### config.mk
export PLATFORM = sky130hd
export DESIGN_NAME = gpio_group6_pin_config
export DESIGN_NICKNAME = d
export VERILOG_FILES = /design/src/design/gpio_cfg_pkg.sv /design/src/design/event_debounce.sv /design/src/design/irq_line_decode.sv /design/src/design/gpio_group6_pin_config.sv
export SDC_FILE = /design/constraint.sdc
export NUM_CORES = 1
export LEC_CHECK = 0
export ABC_AREA = 1
export BUFFER_PORTS_ARGS = -buffer_cell sky130_fd_sc_hd__clkbuf_2
export CAP_MARGIN = 20
export CORE_UTILIZATION = 41
export DETAILED_ROUTE_END_ITERATION = 12
export PLACE_DENSITY = 0.78
export SETUP_SLACK_MARGIN = 0.3
export SYNTH_ARGS = -nofsm -noshare
export SYNTH_HDL_FRONTEND = slang
export SYNTH_SLANG_ARGS = --single-unit
### constraint.sdc
create_clock -name clk -period 1.5 [get_ports clk]
set_input_delay 0.15 -clock clk [delete_from_list [all_inputs] [get_ports clk]]
set_output_delay 0.15 -clock clk [all_outputs]
set_load 0.02 [all_outputs]
### src/design/gpio_cfg_pkg.sv
package gpio_cfg_pkg;

  // ----------------------------------------------------------------
  // Register offsets
  // ----------------------------------------------------------------
  // Printed offsets are not all multiples of four: these are indices
  localparam logic [7:0] idx_pin_six_four   = 8'hd4;
  localparam logic [7:0] idx_pin_six_five   = 8'hd5;
  localparam logic [7:0] idx_pin_six_six    = 8'hd6;
  localparam logic [7:0] idx_pin_six_seven  = 8'hd7;
  localparam logic [7:0] idx_irq_two_map    = 8'hef;
  localparam logic [7:0] idx_irq_one_map    = 8'hf0;
  localparam logic [7:0] idx_ring_filter    = 8'hf5;
  localparam logic [7:0] idx_irq_status     = 8'hf8;
  localparam logic [7:0] idx_irq_enable     = 8'hf9;
  localparam logic [7:0] idx_irq_clear      = 8'hfa;
  localparam logic [7:0] idx_pin_level      = 8'hfb;

  // ----------------------------------------------------------------
  // Field positions and reset values
  // ----------------------------------------------------------------
  localparam int         pos_dir        = 0;
  localparam int         pos_pol        = 1;
  localparam int         pos_func_lo    = 3;
  localparam int         pos_grp_en     = 5;
  localparam int         pos_drv        = 7;
  localparam int         pos_filter     = 3;
  localparam int         pos_map_lo     = 4;
  localparam int         pos_kbc_choice = 7;
  localparam logic [7:0] pin_cfg_reset  = 8'h01;
  localparam logic [7:0] irq_map_reset  = 8'h00;
  localparam logic [7:0] ring_reset     = 8'h00;
  localparam logic [7:0] pin_cfg_wmask  = 8'hbb;
  localparam logic [7:0] irq_map_wmask  = 8'hf8;

  // ----------------------------------------------------------------
  // Function codes
  // ----------------------------------------------------------------
  typedef enum logic [1:0] {
    func_parallel = 2'h0,
    func_irq      = 2'h1,
    func_gpio     = 2'h2,
    func_kbc      = 2'h3
  } pin_func_e;

  localparam logic [3:0] irq_code_off     = 4'h0;
  localparam logic [3:0] irq_code_invalid = 4'h2;

  // Debounce filter length in cycles at 200 MHz
  localparam int unsigned debounce_cycles = 16;

  // ----------------------------------------------------------------
  // Carriers
  // ----------------------------------------------------------------
  typedef struct packed {
    logic        open_drain;
    logic        grp_en;
    pin_func_e   func;
    logic        invert;
    logic        input_dir;
  } pin_cfg_s;

  typedef struct packed {
    logic        psel;
    logic        penable;
    logic        pwrite;
    logic [11:0] paddr;
    logic [31:0] pwdata;
  } apb_req_s;

endpackage

### src/design/event_debounce.sv
`timescale 1ns/1ps
`default_nettype none

// Stable-level filter: output follows input once it held for LEN cycles
module event_debounce #(
  parameter int unsigned LEN = gpio_cfg_pkg::debounce_cycles
) (
  input  wire logic clk,
  input  wire logic reset,
  input  wire logic raw,
  output var  logic clean
);

  // ----------------------------------------------------------------
  // Counter
  // ----------------------------------------------------------------
  localparam int W = $clog2(LEN + 1);
  logic [W-1:0] count;   // Cycles input differs from output

  // Count while input disagrees; a glitch restarts the wait
  always_ff @(posedge clk) begin
    if (reset) begin
      count <= '0;
      clean <= 1'b0;
    end else if (raw == clean) begin
      count <= '0;
    end else if (count == W'(LEN - 1)) begin
      count <= '0;
      clean <= raw;
    end else begin
      count <= count + W'(1);
    end
  end

endmodule

`default_nettype wire

### src/design/irq_line_decode.sv
`timescale 1ns/1ps
`default_nettype none

// Registered one-hot decode of a four-bit interrupt number
module irq_line_decode (
  input  wire logic        clk,
  input  wire logic        reset,
  input  wire logic [3:0]  code,
  input  wire logic        active,
  output var  logic [15:0] lines
);

  // ----------------------------------------------------------------
  // Decode
  // ----------------------------------------------------------------
  // Off and invalid codes drive nothing rather than a stray line
  always_ff @(posedge clk) begin
    if (reset) begin
      lines <= 16'h0000;
    end else if (!active || code == gpio_cfg_pkg::irq_code_off ||
                 code == gpio_cfg_pkg::irq_code_invalid) begin
      lines <= 16'h0000;
    end else begin
      lines <= 16'h0001 << code;
    end
  end

endmodule

`default_nettype wire

### src/design/gpio_group6_pin_config.sv
// Behaviour
// - Bit 0 one makes pin input
// - Bit 1 inverts pin both ways
// - Pin 6.4 function: data, IRQ6, GPIO, KBC
// - Ring filter bit 7 picks KBC pin
// - Pin 6.5 function: data, IRQ7, GPIO
// - Pin 6.6 function: data, IRQ8, GPIO
// - Pin 6.7 function: data, IRQ10, GPIO
// - Bit 5 joins combined interrupt two
// - Bit 7 one gives open drain
// - Two combined maps, same layout
// - Map bit 3 enables debounce filter
// - Map bits 7:4 pick IRQ line
// - Map bits 2:0 read zero
//
// Register access over APB is this design's own decision.
`timescale 1ns/1ps
`default_nettype none

module gpio_group6_pin_config #(
  parameter int unsigned NPIN = 4
) (
  input  wire logic            clk,
  input  wire logic            reset,
  input  wire logic            psel,
  input  wire logic            penable,
  input  wire logic            pwrite,
  input  wire logic [11:0]     paddr,
  input  wire logic [31:0]     pwdata,
  output var  logic [31:0]     prdata,
  output var  logic            pready,
  output var  logic            pslverr,
  input  wire logic [NPIN-1:0] pin_in,
  output var  logic [NPIN-1:0] pin_out,
  output var  logic [NPIN-1:0] pin_oe_n,
  input  wire logic [NPIN-1:0] parallel_data_out,
  output var  logic [NPIN-1:0] parallel_data_in,
  input  wire logic [NPIN-1:0] irq_src,
  output var  logic [NPIN-1:0] irq_pin_in,
  input  wire logic            kbc_port_pin_17,
  input  wire logic            kbc_port_pin_12,
  output var  logic            kbc_port_pin_choice,
  output var  logic [NPIN-1:0] gpio_in_level,
  output var  logic [15:0]     isa_irq_one,
  output var  logic [15:0]     isa_irq_two,
  output var  logic            irq
);

  // ----------------------------------------------------------------
  // Helpers
  // ----------------------------------------------------------------
  // Register index from a byte address; low two bits must be zero
  function automatic logic [7:0] reg_index(input logic [11:0] addr);
    reg_index = addr[9:2];
  endfunction

  // Decoded function code, reserved codes fall back to plain GPIO
  function automatic gpio_cfg_pkg::pin_func_e func_of(input logic [7:0] r, input int p);
    gpio_cfg_pkg::pin_func_e f;
    f = gpio_cfg_pkg::pin_func_e'(r[gpio_cfg_pkg::pos_func_lo +: 2]);
    if (f == gpio_cfg_pkg::func_kbc && p != 0) begin
      f = gpio_cfg_pkg::func_gpio;
    end
    func_of = f;
  endfunction

  // Index of each pin register
  localparam logic [7:0] pin_idx [NPIN] = '{
    gpio_cfg_pkg::idx_pin_six_four, gpio_cfg_pkg::idx_pin_six_five,
    gpio_cfg_pkg::idx_pin_six_six,  gpio_cfg_pkg::idx_pin_six_seven
  };

  // ----------------------------------------------------------------
  // Register state
  // ----------------------------------------------------------------
  logic [7:0]      pin_cfg [NPIN];     // Per-pin configuration
  logic [7:0]      irq_map_one;        // Combined interrupt one map
  logic [7:0]      irq_map_two;        // Combined interrupt two map
  logic [7:0]      ring_filter;        // Only bit 7 is used here
  logic [1:0]      irq_status;         // Sticky combined events
  logic [1:0]      irq_enable;         // Interrupt mask
  logic [NPIN-1:0] pin_level;          // Pin level after polarity
  logic [1:0]      comb_raw;           // Unfiltered combined events
  logic [1:0]      comb_filt;          // Filtered combined events
  logic [1:0]      comb_sel;           // After filter select
  logic [1:0]      comb_sel_d;         // For rising edge detection
  logic            wr_en;              // Write access phase
  logic            rd_en;              // Read access phase
  logic [7:0]      widx;               // Accessed register index
  logic            aligned;            // Word aligned with paddr bits 11:10 zero

  // Writes land only at the edge where the master samples pready high
  assign wr_en   = psel && penable && pwrite && pready;
  assign rd_en   = psel && penable && !pwrite && !pready;
  assign widx    = reg_index(paddr);
  assign aligned = (paddr[1:0] == 2'h0) && (paddr[11:10] == 2'h0);

  // ----------------------------------------------------------------
  // Register writes
  // ----------------------------------------------------------------
  // Writable bits only; reserved bits stay zero
  always_ff @(posedge clk) begin
    if (reset) begin
      for (int i = 0; i < NPIN; i++) begin
        pin_cfg[i] <= gpio_cfg_pkg::pin_cfg_reset;
      end
    end else if (wr_en && aligned) begin
      for (int i = 0; i < NPIN; i++) begin
        if (widx == pin_idx[i]) begin
          pin_cfg[i] <= pwdata[7:0] & gpio_cfg_pkg::pin_cfg_wmask;
        end
      end
    end
  end

  // Combined maps keep the same layout for both groups
  always_ff @(posedge clk) begin
    if (reset) begin
      irq_map_one <= gpio_cfg_pkg::irq_map_reset;
      irq_map_two <= gpio_cfg_pkg::irq_map_reset;
      ring_filter <= gpio_cfg_pkg::ring_reset;
      irq_enable  <= 2'h0;
    end else if (wr_en && aligned) begin
      if (widx == gpio_cfg_pkg::idx_irq_one_map) begin
        irq_map_one <= pwdata[7:0] & gpio_cfg_pkg::irq_map_wmask;
      end
      if (widx == gpio_cfg_pkg::idx_irq_two_map) begin
        irq_map_two <= pwdata[7:0] & gpio_cfg_pkg::irq_map_wmask;
      end
      if (widx == gpio_cfg_pkg::idx_ring_filter) begin
        ring_filter <= pwdata[7:0] & 8'h80;
      end
      if (widx == gpio_cfg_pkg::idx_irq_enable) begin
        irq_enable <= pwdata[1:0];
      end
    end
  end

  // ----------------------------------------------------------------
  // APB read and response
  // ----------------------------------------------------------------
  // One wait state: answer registered in the first access cycle
  always_ff @(posedge clk) begin
    if (reset) begin
      pready  <= 1'b0;
      pslverr <= 1'b0;
      prdata  <= 32'h0000_0000;
    end else if (psel && penable && !pready) begin
      pready  <= 1'b1;
      pslverr <= 1'b0;
      prdata  <= 32'h0000_0000;
      if (!aligned) begin
        pslverr <= 1'b1;
      end else if (rd_en) begin
        unique case (widx)
          gpio_cfg_pkg::idx_pin_six_four:  prdata[7:0] <= pin_cfg[0];
          gpio_cfg_pkg::idx_pin_six_five:  prdata[7:0] <= pin_cfg[1];
          gpio_cfg_pkg::idx_pin_six_six:   prdata[7:0] <= pin_cfg[2];
          gpio_cfg_pkg::idx_pin_six_seven: prdata[7:0] <= pin_cfg[3];
          gpio_cfg_pkg::idx_irq_one_map:   prdata[7:0] <= irq_map_one;
          gpio_cfg_pkg::idx_irq_two_map:   prdata[7:0] <= irq_map_two;
          gpio_cfg_pkg::idx_ring_filter:   prdata[7:0] <= ring_filter;
          gpio_cfg_pkg::idx_irq_status:    prdata[1:0] <= irq_status;
          gpio_cfg_pkg::idx_irq_enable:    prdata[1:0] <= irq_enable;
          gpio_cfg_pkg::idx_irq_clear:     prdata[7:0] <= 8'h00;
          gpio_cfg_pkg::idx_pin_level:     prdata[NPIN-1:0] <= pin_level;
          // Unmapped index answers with an error
          default:                         pslverr <= 1'b1;
        endcase
      end else if (!(widx inside {pin_idx[0], pin_idx[1], pin_idx[2], pin_idx[3],
                     gpio_cfg_pkg::idx_irq_one_map, gpio_cfg_pkg::idx_irq_two_map,
                     gpio_cfg_pkg::idx_ring_filter, gpio_cfg_pkg::idx_irq_enable,
                     gpio_cfg_pkg::idx_irq_clear})) begin
        pslverr <= 1'b1;
      end
    end else begin
      pready  <= 1'b0;
      pslverr <= 1'b0;
    end
  end

  // ----------------------------------------------------------------
  // Pin datapath
  // ----------------------------------------------------------------
  // Output value per pin before polarity, chosen by function field
  logic [NPIN-1:0] src_val;
  logic            kbc_sel;

  // KBC pin choice, zero picks P17
  assign kbc_sel = ring_filter[gpio_cfg_pkg::pos_kbc_choice] ? kbc_port_pin_12
                                                             : kbc_port_pin_17;

  generate
    for (genvar p = 0; p < NPIN; p++) begin : g_pin
      always_comb begin
        unique case (func_of(pin_cfg[p], p))
          gpio_cfg_pkg::func_parallel: src_val[p] = parallel_data_out[p];
          gpio_cfg_pkg::func_irq:      src_val[p] = irq_src[p];
          gpio_cfg_pkg::func_kbc:      src_val[p] = kbc_sel;
          gpio_cfg_pkg::func_gpio:     src_val[p] = 1'b0;
        endcase
      end
    end
  endgenerate

  // Registered pins; level sampled straight, inputs are synchronous
  always_ff @(posedge clk) begin
    if (reset) begin
      pin_out          <= '0;
      pin_oe_n         <= '1;
      pin_level        <= '0;
      parallel_data_in <= '0;
      irq_pin_in       <= '0;
      gpio_in_level    <= '0;
    end else begin
      for (int p = 0; p < NPIN; p++) begin
        pin_level[p] <= pin_in[p] ^ pin_cfg[p][gpio_cfg_pkg::pos_pol];
        if (pin_cfg[p][gpio_cfg_pkg::pos_dir]) begin
          pin_out[p]  <= 1'b0;
          pin_oe_n[p] <= 1'b1;
        end else if (pin_cfg[p][gpio_cfg_pkg::pos_drv]) begin
          pin_out[p]  <= 1'b0;
          pin_oe_n[p] <= src_val[p] ^ pin_cfg[p][gpio_cfg_pkg::pos_pol];
        end else begin
          pin_out[p]  <= src_val[p] ^ pin_cfg[p][gpio_cfg_pkg::pos_pol];
          pin_oe_n[p] <= 1'b0;
        end
        parallel_data_in[p] <= pin_level[p] &&
                               func_of(pin_cfg[p], p) == gpio_cfg_pkg::func_parallel;
        irq_pin_in[p]       <= pin_level[p] &&
                               func_of(pin_cfg[p], p) == gpio_cfg_pkg::func_irq;
        gpio_in_level[p]    <= pin_level[p];
      end
    end
  end

  // KBC choice shown as a flop
  always_ff @(posedge clk) begin
    if (reset) begin
      kbc_port_pin_choice <= 1'b0;
    end else begin
      kbc_port_pin_choice <= ring_filter[gpio_cfg_pkg::pos_kbc_choice];
    end
  end

  // ----------------------------------------------------------------
  // Combined interrupt events
  // ----------------------------------------------------------------
  logic [NPIN-1:0] grp_mask;

  always_comb begin
    for (int p = 0; p < NPIN; p++) begin
      grp_mask[p] = pin_cfg[p][gpio_cfg_pkg::pos_grp_en];
    end
  end

  // Group one holds no pins of this block; kept wired for the map
  assign comb_raw = {|(pin_level & grp_mask), 1'b0};

  generate
    for (genvar g = 0; g < 2; g++) begin : g_filt
      event_debounce #(
        .LEN (gpio_cfg_pkg::debounce_cycles)
      ) u_filt (
        .clk   (clk),
        .reset (reset),
        .raw   (comb_raw[g]),
        .clean (comb_filt[g])
      );
    end
  endgenerate

  assign comb_sel[0] = irq_map_one[gpio_cfg_pkg::pos_filter] ? comb_filt[0] : comb_raw[0];
  assign comb_sel[1] = irq_map_two[gpio_cfg_pkg::pos_filter] ? comb_filt[1] : comb_raw[1];

  irq_line_decode u_dec_one (
    .clk    (clk),
    .reset  (reset),
    .code   (irq_map_one[gpio_cfg_pkg::pos_map_lo +: 4]),
    .active (comb_sel[0]),
    .lines  (isa_irq_one)
  );

  irq_line_decode u_dec_two (
    .clk    (clk),
    .reset  (reset),
    .code   (irq_map_two[gpio_cfg_pkg::pos_map_lo +: 4]),
    .active (comb_sel[1]),
    .lines  (isa_irq_two)
  );

  // ----------------------------------------------------------------
  // Sticky status and interrupt
  // ----------------------------------------------------------------
  // Rising edge sets; a set in the clearing cycle wins
  always_ff @(posedge clk) begin
    if (reset) begin
      comb_sel_d <= 2'h0;
      irq_status <= 2'h0;
    end else begin
      comb_sel_d <= comb_sel;
      irq_status <= (irq_status &
                     ~((wr_en && aligned && widx == gpio_cfg_pkg::idx_irq_clear)
                       ? pwdata[1:0] : 2'h0)) | (comb_sel & ~comb_sel_d);
    end
  end

  // Level interrupt from enabled sticky bits
  always_ff @(posedge clk) begin
    if (reset) begin
      irq <= 1'b0;
    end else begin
      irq <= |(irq_status & irq_enable);
    end
  end

endmodule

`default_nettype wire

== Word level (Yosys, flattened, before mapping) ==
Memory sizes are Yosys's and may differ from the RTL's.
Cells that the tools add are included.
Word-level totals
  register bits after elaboration: 97
  bits in writable memories: 24
  input port bits: 63
  output and inout bits: 88
  word-level logic and storage cells: 200
  memories: 1
Cells by class
  $add $sub $neg: 2
  equal/unequal tests: 34
  shift operators: 2
  multiplexer cells: 51
  bitwise logic cells: 22
  reductions and logical operators: 59
Memories
  pin_cfg: words 4, bits a word 6, read ports 4, clocked after Yosys merged registers in 0, write ports 4, line gpio_group6_pin_config.sv:76  | logic [7:0] pin_cfg [NPIN];
Operators by type and width (number)
  8-bit equality test (second input constant): 11
  1-bit by 4-bit << shifter with 16-bit output (first input constant): 2
  1-bit 2-to-1 mux: 31
  2-bit one-hot mux with 7 select lines: 2
  4-bit one-hot mux with 7 select lines: 1
  6-bit 2-to-1 mux: 4
  2-bit equality test (second input constant): 11
  2-bit logical NOT: 9
  2-bit OR reduction: 9
  3-bit OR reduction: 6
  1-bit logical AND: 17
  8-bit 2-to-1 mux: 2
  1-bit one-hot mux with 4 select lines: 4
  2-bit by 1-bit equality test with 1-bit output (second input constant): 7
  2-bit 2-to-1 mux: 7
  11-bit OR reduction: 1
  5-bit by 1-bit adder with 5-bit output (second input constant): 2
  5-bit by 4-bit equality test with 1-bit output (second input constant): 2
  2-bit AND reduction: 5
  9-bit nonzero test: 1
  4-bit by 2-bit equality test with 1-bit output (second input constant): 2
  4-bit logical NOT: 2
  1-bit bitwise XOR: 8
  2-bit bitwise AND: 3
  other kinds (9): 21

== Longest topological paths before layout ==
Gate-level depths: netlist (run 1).
  word-level depth: 9
  depth in mapped cells: 12
  mapped depth without buffers: 11

== Cells and area by module ==
From an unflattened synthesis (run 1), not the netlist that was laid out.
Second synthesis, totals
  cell total of the unflattened synthesis: 625
  area, all modules: 5193.7 µm²
Modules (own cells, without submodules)
  gpio_group6_pin_config: times used 1, cells each 465, area each 3714.8 µm², seq. area each 1781.7 µm²
  irq_line_decode: times used 2, cells each 50, area each 485.5 µm², seq. area each 320.3 µm²
  event_debounce: times used 2, cells each 30, area each 254.0 µm², seq. area each 120.1 µm²

== Worst setup path after synthesis (run 1) ==
No wires, ideal clock.
  path kind: flip-flop to flip-flop
  from: register pready
  to: memory pin_cfg[1][0] (netlist bit) (enable)
  library setup time: 318 ps
  arrival time: 1123 ps
  data required time: 1182 ps
  setup slack: 59 ps
  cell stages (with the launch flop): 5
  buffers on the path: 0
  period minus slack after synthesis: 1441 ps
  cells stage by stage: dfxtp_1 nand3_1 nor2_8 nand3_1 nand2_1
RTL lines
  start: declaration: line gpio_group6_pin_config.sv:31  | output var logic pready,
  start signal: assignment: line gpio_group6_pin_config.sv:145  | pready <= 1'b0;
  start signal: assignment: line gpio_group6_pin_config.sv:149  | pready <= 1'b1;
  start signal: assignment: line gpio_group6_pin_config.sv:177  | pready <= 1'b0;
  end: declaration: line gpio_group6_pin_config.sv:76

==> qor.yml, run 1 <==
synth:
  syn-mean-instance-area_um2: 8.25
  synthesis.instances: 607
  synth_largest_type_area_fraction: 0.388
  ys_seq_area_frac: 0.532
  synthesis_stage_register_bit_count: 121
  compound_gate_fraction_of_synth_area: 0.0545
  ys_top_cells_by_area: "dfxtp_1 (39%), edfxtp_1 (14%), nor2_1 (8.3%)"
  synth.mux.area_fraction: 0
  synth_fa_ha_area_frac: 0.00999
  synth.largest_area_cell: "dfxtp_1"
  yosys.area_share.xor_xnor: 0.0175
  yosys_warning_total: 0
  synthSimpleGateAreaFrac: 0.289
  post_synth_num_cell_types: 37
  combinational_family_with_the_most_area_after_synthesis: "simple AND/OR/NAND/NOR gates"
  syn-cell-area_um2: 5010
routing:
  viasPerCell: 4.83
  drt_first_pass_iters: 9
  detail-route-antenna-nets: 0
  detail_route.wirelength_um: 12600
  detail_route.iter0.violations: 378
  detailroute.via_count: 4383
  drcViolationCount: 2
  final_routed_wire_length_divided_by_cell_count_um: 13.9
grt:
  globalRouteOverflowTotal: 0
  maximum_number_of_pins_on_one_net_before_global_route_repair: 25
  grt_util_all_layers: 0.202
  global_route_wire_length_before_repair_um: 19400
  antenna_violations_before_repair: 0
  vias_in_the_first_global_route: 4080
floorplanning:
  floorplan.die.width_um: 113
  chipHeight_um: 113
  design.die.area_um2: 12700
  top_level_ports: 151
  initial_core_util: 0.419
  rows: 40
  placeableCoreArea_um2: 12000
run:
  max_cap_viol_count: 0
pwr:
  seq_power_share: 0.417
  power.switching_w: 0.00172
  report.power.total_w: 0.00817
  internal-power_w: 0.00645
  power.share.clock: 0.523
  power.share.combinational: 0.060
  power_per_cell_area_nw_per_um2: 1190
  maximum_vdd_drop_uv: 525
  leakage_nw: 3.07
  power.share.switching: 0.210
timing:
  whs_ps: 23.8
  post-route-min-period_ps: 1360
  finalHoldViolCount: 0
  number_of_slew_limit_violations_in_the_final_report: 0
  maxClockFrequency_ghz: 0.737
  layout_worst_path_cycle_share: 0.904
  grt_setup_unrepaired: "yes"
  setup_total_negative_slack_ps: 0
  finalClockSkew_ps: 6.92
  final-setup-viol-count: 0
place:
  dp.cells: 855
  place_congestion: 0.874
  numPortBuffers: 101
  dp.final_hpwl_um: 8490
finish:
  proportion_of_layout_cells_with_a_drive_suffix_above_1: 0.355
  layout.nets: 815
  fillCellCount: 982
  layout-area-overhead-vs-synth_pct: 37.4
  post_layout_nonfiller_instances: 908
  antennaDiodeCount: 0
  final_core_utilization: 0.575
hold_path:
  worst_hold_startpoint: "reset"
  hold_class: "input port to flip-flop"
clock_network:
  clock_latency_ps: 410
  clockRootBuffer: "clkbuf_16"
  clock-sinks: 121
  clkSlewWorstSetupHoldPaths_ps: 50
  clock_tree_from_tritoncts: "yes"
  clock_path_buffers: 2
  cts_buffers: 17
  htree_levels: 4
setup_path:
  cp-startpoint: "pin_cfg[3][4]$_SDFFCE_PN0P_"
  worstPathRequired_ps: 1810
  timing_worst_setup_path_type: "flip-flop to flip-flop"
  endpoint_kind: "flip-flop"
  r2r_start: "pin_cfg[3][4]$_SDFFCE_PN0P_"
  path_max_fanout: 8
  worst-endpoint-arrival_ps: 1660
  worstSetupStartpointType: "flip-flop"
run_status:
  outcome: "finished with violations"
  violated_checks: "DRC"
cell usage after synthesis (all sizes together):
master / count
dfxtp: 97
o31ai: 1
nand3: 57
o21ai: 21
clkbuf: 6
and3: 1
a22o: 1
a31oi: 1
xor2: 5
edfxtp: 24
ha: 4
xnor2: 5
nand2: 116
and2: 2
nor2: 131
nor3b: 1
o22ai: 2
inv: 66
o41ai: 1
nor3: 2
nor4: 8
a21oi: 23
conb: 1
buf: 29
or2: 1
o32ai: 1
layout by cell type (no fill, tap or decap), types with 10 or more instances in the layout:
cell       count
clkbuf_2     101
nand2_1       96
dfxtp_1       91
nor2_1        88
inv_1         50
nand3_1       49
nor2_2        29
conb_1        28
edfxtp_1      24
a21oi_1       21
clkbuf_16     20
buf_4         19
inv_2         14
nor2_4        13
nand2_4       10
metrics by stage:
step	worst slack (ps)	instance area, um^2
6_report	143	6880
5_1_grt	89.5	6880
4_1_cts	213	6580
3_5_place_dp	101	5680
3_3_place_gp	116	5680
2_1_floorplan	301	5160
power by group through the flow:
stage	Clock, W	Combinational [W]	Sequential, W
6_report	0.00428	0.000489	0.00341
5_1_grt	0.00450	0.000526	0.00341
4_1_cts	0.00433	0.000442	0.00340
3_5_place_dp	0	0.000398	0.00347
3_3_place_gp	0	0.000393	0.00347
2_1_floorplan	0	0.000279	0.00348
cells by family after synthesis:
group	count (synthesis)
flip-flops	121
buffers and inverters	101
XOR/XNOR	10
adder cells (fa/ha/maj)	4
AND/OR/NAND/NOR	319
other	1
AO/OA/AOI/OAI	51
registers in the layout (all words and copies together), names as in the netlist, 4 cells and up:
signal               cells
pin_cfg                 24
u_dec_one.lines         16
u_dec_two.lines         16
g_filt.u_filt.count     10
prdata                   8
irq_map_one              5
irq_map_two              5
gpio_in_level            4
irq_pin_in               4
parallel_data_in         4
pin_level                4
pin_oe_n                 4
pin_out                  4
routing by layer:
layer	global-route usage	vias to the layer above	routed length, um
met5	0	-	0
met4	0.0889	0	352
met3	0.0643	28	907
met2	0.334	180	6050
met1	0.242	2004	5260
li1	-	2171	-
area by class of cell:
type | instances | area (um^2) | share of cell area
clock buffer | 29 | 614 | 0.0893
clock inverter | 3 | 40.0 | 0.00582
tap | 147 | 184 | 0.0267
inverter | 66 | 255 | 0.0371
timing repair buffer | 129 | 754 | 0.110
multi-input combinational | 413 | 2360 | 0.343
sequential | 121 | 2670 | 0.388
worst paths after layout:
kind                            cells after the start  slack [ps]                        endpoint
worst max-delay path                                7         140  u_dec_two.lines[12]$_SDFF_PP0_
worst min-delay path                                2          20          prdata[7]$_SDFFE_PP0P_
worst max register to register                      7         140  u_dec_two.lines[12]$_SDFF_PP0_
worst min register to register                      1         440        irq_status[1]$_SDFF_PP0_
worst max-delay path: stages (launching register included):
cell      delay, ps
edfxtp_1        420
a22o_1          270
nor2_4          170
nand2_2          90
nand2_4          80
inv_6            60
nand2_8         100
nor2_1           50
repair_timing:
| item | CTS | global route |
|---|---|---|
| setup endpoints to repair | 94 | 114 |
| buffers inserted | 9 | 8 |
| hold buffers | 3 | 0 |
| gates resized for setup | 40 | 66 |
| endpoints found under the hold margin | 3 | 0 |
| pin swaps | 14 | 22 |
| gates cloned | 1 | 0 |
(Power assumes the default switching activity.)
==> run 2, diff against run 1 <==
--- a/config.mk
+++ b/config.mk
@@ -5,7 +5,6 @@
 export SDC_FILE = /design/constraint.sdc
 export NUM_CORES = 1
 export LEC_CHECK = 0
-export ABC_AREA = 1
 export BUFFER_PORTS_ARGS = -buffer_cell sky130_fd_sc_hd__clkbuf_2
 export CAP_MARGIN = 20
 export CORE_UTILIZATION = 41
==> run 2 against run 1 <==
The flow finishes with violations (DRC, setup timing). Die area is 1.8% lower. Setup slack worse by 170 ps. Cell count is 9.5% lower. Critical path depth is 2 lower. Global-route usage is 1.7 points higher. Synthesized cell count is 21% lower. Clock-buffer cell count is 11 lower.
==> qor.yml, run 2 <==
setup_path:
  critical_path.cell_chain: "a22oi_2 -> nand2_2 -> o21a_2 -> nand3b_1 -> nor3_1"
  setup_slack_of_the_worst_register_to_register_path_ps: -20
  timing.critical_path.slowest_cell_delay_ps: 430
  worst-path-buf-inv: 0
  worstPathRequired_ps: 1790
  endpoint_kind: "flip-flop"
  worst-endpoint-arrival_ps: 1810
  path_max_fanout: 5
  timing_worst_setup_path_type: "flip-flop to flip-flop"
  crit_slowest_cell: "edfxtp_1"
  reg2reg_depth: 5
  rr_endpoint: "u_dec_two.lines[8]$_SDFF_PP0_"
  worstSetupStartpointType: "flip-flop"
  crit_family: "compound AO/OA/AOI/OAI gates"
  r2r_start: "pin_cfg[1][4]$_SDFFCE_PN0P_"
place:
  numPortBuffers: 101
  place_congestion: 0.926
  dp.final_hpwl_um: 9510
finish:
  antennaDiodeCount: 0
  proportion_of_layout_cells_with_a_drive_suffix_above_1: 0.437
  reg.largest.list: "pin_cfg: 24 flops, u_dec_one.lines: 16 flops, u_dec_two.lines: 16 flops"
  top_register: "pin_cfg"
  final_core_utilization: 0.611
  final_common_cell: "clkbuf_2"
  layout-area-overhead-vs-synth_pct: 43.8
  fillCellCount: 912
  final_cell_mix: "clkbuf_2 (99), dfxtp_1 (90), buf_4 (61)"
  layout.nets: 733
  largest_reg_flops: 24
timing:
  finalWorstSetupSlack_ps: -22.8
  number_of_slew_limit_violations_in_the_final_report: 0
  final-setup-viol-count: 7
  maxClockFrequency_ghz: 0.657
  finalClockSkew_ps: 8.97
  finalHoldViolCount: 0
  post-route-min-period_ps: 1520
  grt_setup_unrepaired: "yes"
  layout_worst_path_cycle_share: 1.02
grt:
  vias_in_the_first_global_route: 4099
  globalRouteOverflowTotal: 0
  maximum_number_of_pins_on_one_net_before_global_route_repair: 17
  global_route_wire_length_before_repair_um: 20600
  antenna_violations_before_repair: 0
  grt_util_all_layers: 0.219
hold_path:
  min_to: "pin_level[2]$_SDFF_PP0_"
  worst_hold_startpoint: "pin_in[2]"
  hold_path_depth: 3
  hold_class: "input port to flip-flop"
clock_network:
  clkSlewWorstSetupHoldPaths_ps: 60
  clock_path_buffers: 2
  clockRootBuffer: "clkbuf_16"
  clock-sinks: 121
  cts_buffers: 17
  clock_tree_from_tritoncts: "yes"
  htree_levels: 4
  clock_latency_ps: 420
synth:
  ys_seq_area_frac: 0.541
  synth_largest_type_area_fraction: 0.395
  synth.cells.most_frequent: "dfxtp_1 (97), nor2_1 (60), nand2_1 (29)"
  postSynth.topFlopCell: "dfxtp_1"
  post_synth_num_cell_types: 62
  syn-cell-area_um2: 4920
  synth.largest_area_cell: "dfxtp_1"
  synthesis_stage_register_bit_count: 121
  synthesis.instances: 481
  synth-edff-count: 24
  yosys_warning_total: 0
  async_reset_ff_frac: 0
  syn-mean-instance-area_um2: 10.2
  ys_top_cells_by_area: "dfxtp_1 (39%), edfxtp_1 (15%), nor2_1 (4.6%)"
  synth.most_common_cell: "dfxtp_1"
routing:
  drt_first_pass_iters: 9
  drcViolationCount: 8
  detailroute.via_count: 4215
  viasPerCell: 5.13
  detail_route.wirelength_um: 13400
  detail-route-antenna-nets: 0
  final_routed_wire_length_divided_by_cell_count_um: 16.3
  detail_route.iter0.violations: 334
pwr:
  power.share.combinational: 0.071
  leakage_nw: 2.95
  power.share.switching: 0.247
  power_per_cell_area_nw_per_um2: 1090
  power.switching_w: 0.00191
  report.power.total_w: 0.00774
  maximum_vdd_drop_uv: 592
  internal-power_w: 0.00583
  seq_power_share: 0.440
  power.share.clock: 0.489
run_status:
  outcome: "finished with violations"
  violated_checks: "DRC, setup timing"
floorplanning:
  floorplan.die.width_um: 112
  initial_core_util: 0.425
  chipHeight_um: 112
  top_level_ports: 151
  design.die.area_um2: 12400
  rows: 39
  placeableCoreArea_um2: 11600
run:
  max_cap_viol_count: 0
-- run 2: cell type report --
cell class              instances  area, um^2  area share
clock buffers                  18         450      0.0637
clock inverters                14         109      0.0154
inverters                      13        48.8     0.00690
multi-input cells             332        2410       0.341
flip-flops and latches        121        2680       0.378
well taps                     143         179      0.0253
repair buffers                181        1200       0.169
-- run 2: per-layer routing --
metal | track usage | vias up | wire [um]
met1 | 0.264 | 2029 | 5430
met3 | 0.0664 | 29 | 943
met5 | 0 | - | 0
met2 | 0.359 | 141 | 6590
met4 | 0.101 | 0 | 399
li1 | - | 2016 | -
-- run 2: worst max-delay path by stage --
stage | start | endpoint | slack [ps] | cells after the start
final | pin_cfg[1][4]$_SDFFCE_PN0P_ | u_dec_two.lines[8]$_SDFF_PP0_ | -20 | 5
after global routing | pin_cfg[1][4]$_SDFFCE_PN0P_ | u_dec_two.lines[8]$_SDFF_PP0_ | -70 | 5
after CTS | pin_cfg[1][4]$_SDFFCE_PN0P_ | g_filt[1].u_filt.count[0]$_SDFF_PP0_ | -20 | 5
after detailed placement | paddr[1] | irq_map_one[7]$_SDFFE_PP0P_ | -480 | 7
after global placement | paddr[1] | pin_cfg[0][0]$_SDFFCE_PN1P_ | -440 | 5
after floorplan | paddr[1] | pin_cfg[0][0]$_SDFFCE_PN1P_ | -200 | 5
-- run 2: cell families (layout without fill, tap and decap cells) --
kind of cell | Yosys count | in the layout | share of synthesized area
fa+ha+maj | 4 | 4 | 0.0102
flops | 121 | 121 | 0.541
simple gates | 203 | 203 | 0.236
xor+xnor | 14 | 14 | 0.0249
buf+inv | 55 | 226 | 0.0644
mux | 16 | 16 | 0.0333
compound gates | 67 | 67 | 0.0893
other cells | 1 | 28 | 0.000762
-- run 2: stage by stage --
step	cells	hold WS, ps	cell area [um^2]	TNS [ps]	setup WS, ps
global placement	763	395	5960	-20250	-440
floorplan	508	286	5170	-5160	-202
CTS	811	0.0482	6880	-75.1	-16.0
global route	822	26.1	7070	-586	-65.8
finish	822	12.4	7070	-51.9	-22.8
detailed placement	763	397	5960	-21710	-477
-- run 2: power groups by stage --
stage	clock, W	combinational, W	sequential (W)
2_1_floorplan	0	0.000278	0.00349
3_3_place_gp	0	0.000458	0.00348
3_5_place_dp	0	0.000467	0.00348
4_1_cts	0.00384	0.000518	0.00340
5_1_grt	0.00400	0.000583	0.00341
6_report	0.00379	0.000547	0.00340
-- run 2: repair_timing --
action | in CTS | in global routing
endpoints found under the setup margin | 99 | 108
setup buffers | 13 | 11
pin swaps | 41 | 15
hold buffers | 3 | 0
gates resized for setup | 61 | 30
hold endpoints to repair | 4 | 0
-- run 2: worst reg2reg max path, stage by stage (launching register included) --
cell	delay, ps
edfxtp_1	430
a22oi_2	300
nand2_2	110
o21a_2	280
nand3b_1	210
nor3_1	70
==> run 3, diff against run 2 <==
--- a/config.mk
+++ b/config.mk
@@ -7,6 +7,7 @@
 export LEC_CHECK = 0
 export BUFFER_PORTS_ARGS = -buffer_cell sky130_fd_sc_hd__clkbuf_2
 export CAP_MARGIN = 20
+export CORE_ASPECT_RATIO = 1.5
 export CORE_UTILIZATION = 41
 export DETAILED_ROUTE_END_ITERATION = 12
 export PLACE_DENSITY = 0.78
==> run 3 against run 2 <==
Core utilization increased by 2.3 points. Register-to-register slack got worse by 40 ps. Combinational power rose by 6.9%. Clock power increased by 7.4%. Critical path type unchanged. Power is 4.1% higher. The flow finishes with violations (setup timing). Worst hold slack gained 14 ps. Sequential share of layout area shrank 1.4 points.
==> qor.yml, run 3 (same netlist as run 2, synthesis figures left out) <==
finish:
  reg.largest.list: "pin_cfg: 24 flops, u_dec_one.lines: 16 flops, u_dec_two.lines: 16 flops"
  final_cell_mix: "clkbuf_2 (98), dfxtp_1 (89), buf_4 (67)"
  fillCellCount: 894
  antennaDiodeCount: 0
  layout-area-overhead-vs-synth_pct: 49.5
  multi_input_area_um2: 2540
  largest_reg_flops: 24
  layout.nets: 740
  final_common_cell: "clkbuf_2"
  proportion_of_layout_cells_with_a_drive_suffix_above_1: 0.469
  top_register: "pin_cfg"
  final-seq-area_um2: 2680
  post_layout_nonfiller_instances: 836
grt:
  grt_util_all_layers: 0.221
  antenna_violations_before_repair: 0
  vias_in_the_first_global_route: 4254
  maximum_number_of_pins_on_one_net_before_global_route_repair: 23
  global_route_wire_length_before_repair_um: 20800
  globalRouteOverflowTotal: 0
floorplanning:
  top_level_ports: 151
  initial_core_util: 0.424
  rows: 48
  placeableCoreArea_um2: 11600
  design.die.area_um2: 12400
  floorplan.die.width_um: 91.4
  chipHeight_um: 136
pwr:
  power_per_cell_area_nw_per_um2: 1100
  leakage_nw: 3.04
  maximum_vdd_drop_uv: 886
routing:
  detail-route-antenna-nets: 0
  final_routed_wire_length_divided_by_cell_count_um: 17.0
  detailroute.via_count: 4367
  drcViolationCount: 0
  drt_first_pass_iters: 5
  viasPerCell: 5.22
  detail_route.iter0.violations: 323
  detail_route.wirelength_um: 14200
timing:
  final-setup-viol-count: 19
  grt_setup_unrepaired: "yes"
  finalWorstSetupSlack_ps: -59.2
  post-route-min-period_ps: 1560
  setup_total_negative_slack_ps: -394
  layout_worst_path_cycle_share: 1.04
  finalClockSkew_ps: 12.2
  number_of_slew_limit_violations_in_the_final_report: 0
  maxClockFrequency_ghz: 0.641
  finalHoldViolCount: 0
setup_path:
  endpoint_kind: "flip-flop"
  path_max_fanout: 7
  worstSetupStartpointType: "flip-flop"
  r2r_start: "pready$_SDFF_PP0_"
  worst-endpoint-arrival_ps: 1860
  worstPathRequired_ps: 1800
  setup_slack_of_the_worst_register_to_register_path_ps: -60
  rr_endpoint: "irq_map_two[7]$_SDFFE_PP0P_"
  reg2reg_depth: 8
  timing_worst_setup_path_type: "flip-flop to flip-flop"
hold_path:
  hold_path_depth: 3
  hold_class: "input port to flip-flop"
  worst_hold_startpoint: "pwdata[6]"
  min_to: "irq_map_two[6]$_SDFFE_PP0P_"
place:
  dp.final_hpwl_um: 9820
  dp.cells: 772
  place_congestion: 0.964
  numPortBuffers: 101
clock_network:
  htree_levels: 4
  clockRootBuffer: "clkbuf_16"
  clock_tree_from_tritoncts: "yes"
  cts_buffers: 17
  clock-sinks: 121
  clock_path_buffers: 2
  clkSlewWorstSetupHoldPaths_ps: 50
  clock_latency_ps: 410
run:
  max_cap_viol_count: 0
run_status:
  violated_checks: "setup timing"
  outcome: "finished with violations"
[run 3: area by class of cell]
class / instances / area share
Inverter: 13 / 0.00663
Sequential cell: 121 / 0.364
Multi-Input combinational cell: 332 / 0.346
Timing Repair Buffer: 188 / 0.175
Tap cell: 150 / 0.0255
Clock buffer: 24 / 0.0726
Clock inverter: 8 / 0.0105
[run 3: worst max-delay path by stage]
| stage | slack [ps] | end | startpoint | cells past startpoint |
|---|---|---|---|---|
| after floorplan | -200 | pin_cfg[0][0]$_SDFFCE_PN1P_ | paddr[1] | 5 |
| after global placement | -360 | pin_cfg[0][0]$_SDFFCE_PN1P_ | paddr[1] | 6 |
| after detailed placement | -420 | pin_cfg[0][0]$_SDFFCE_PN1P_ | paddr[1] | 6 |
| after CTS | -10 | g_filt[1].u_filt.count[0]$_SDFF_PP0_ | pin_cfg[1][4]$_SDFFCE_PN0P_ | 5 |
| after global routing | -110 | irq_map_one[4]$_SDFFE_PP0P_ | pready$_SDFF_PP0_ | 7 |
| final | -60 | irq_map_two[7]$_SDFFE_PP0P_ | pready$_SDFF_PP0_ | 8 |
[run 3: metrics by stage]
step / utilization / area (um^2) / power [W] / hold WS (ps) / worst slack [ps]
floorplan: - / 5170 / 0.00377 / 286 / -202
global placement: 0.519 / 6020 / 0.00394 / 395 / -356
detailed placement: 0.519 / 6020 / 0.00395 / 405 / -420
CTS: 0.603 / 6990 / 0.00806 / 2.72 / -12.7
global route: 0.634 / 7350 / 0.00829 / 29.3 / -107
finish: 0.634 / 7350 / 0.00806 / 26.5 / -59.2
[run 3: where the power goes]
part / leakage [nW] / total [W] / internal, W / switching [W]
logic: 1.71 / 0.000585 / 0.000245 / 0.000340
registers: 1.03 / 0.00341 / 0.00337 / 0.0000397
clock network: 0.300 / 0.00407 / 0.00265 / 0.00141
[run 3: repair_timing]
action                                  CTS  global route
resized for setup                        59            62
pin swaps                                46            37
hold endpoints to repair                  3             0
endpoints found under the setup margin   99           111
cloned                                    0             1
setup buffers                            12            16
hold buffers                              3             0
[run 3: per-layer routing]
metal / share of wire / up-vias / GRT usage
met4: 0.056 / 0 / 0.143
met2: 0.54 / 218 / 0.406
met1: 0.34 / 2068 / 0.223
met5: 0 / - / 0
li1: - / 2020 / -
met3: 0.064 / 61 / 0.0515
[run 3: worst max-delay path, cell delays in order, from the launching register on]
cell     delay (ps)
dfxtp_2         330
nand4_1         110
or2_4           270
buf_12          150
buf_12          140
buf_12          120
buf_8           110
o21ai_4         130
a21oi_1          80
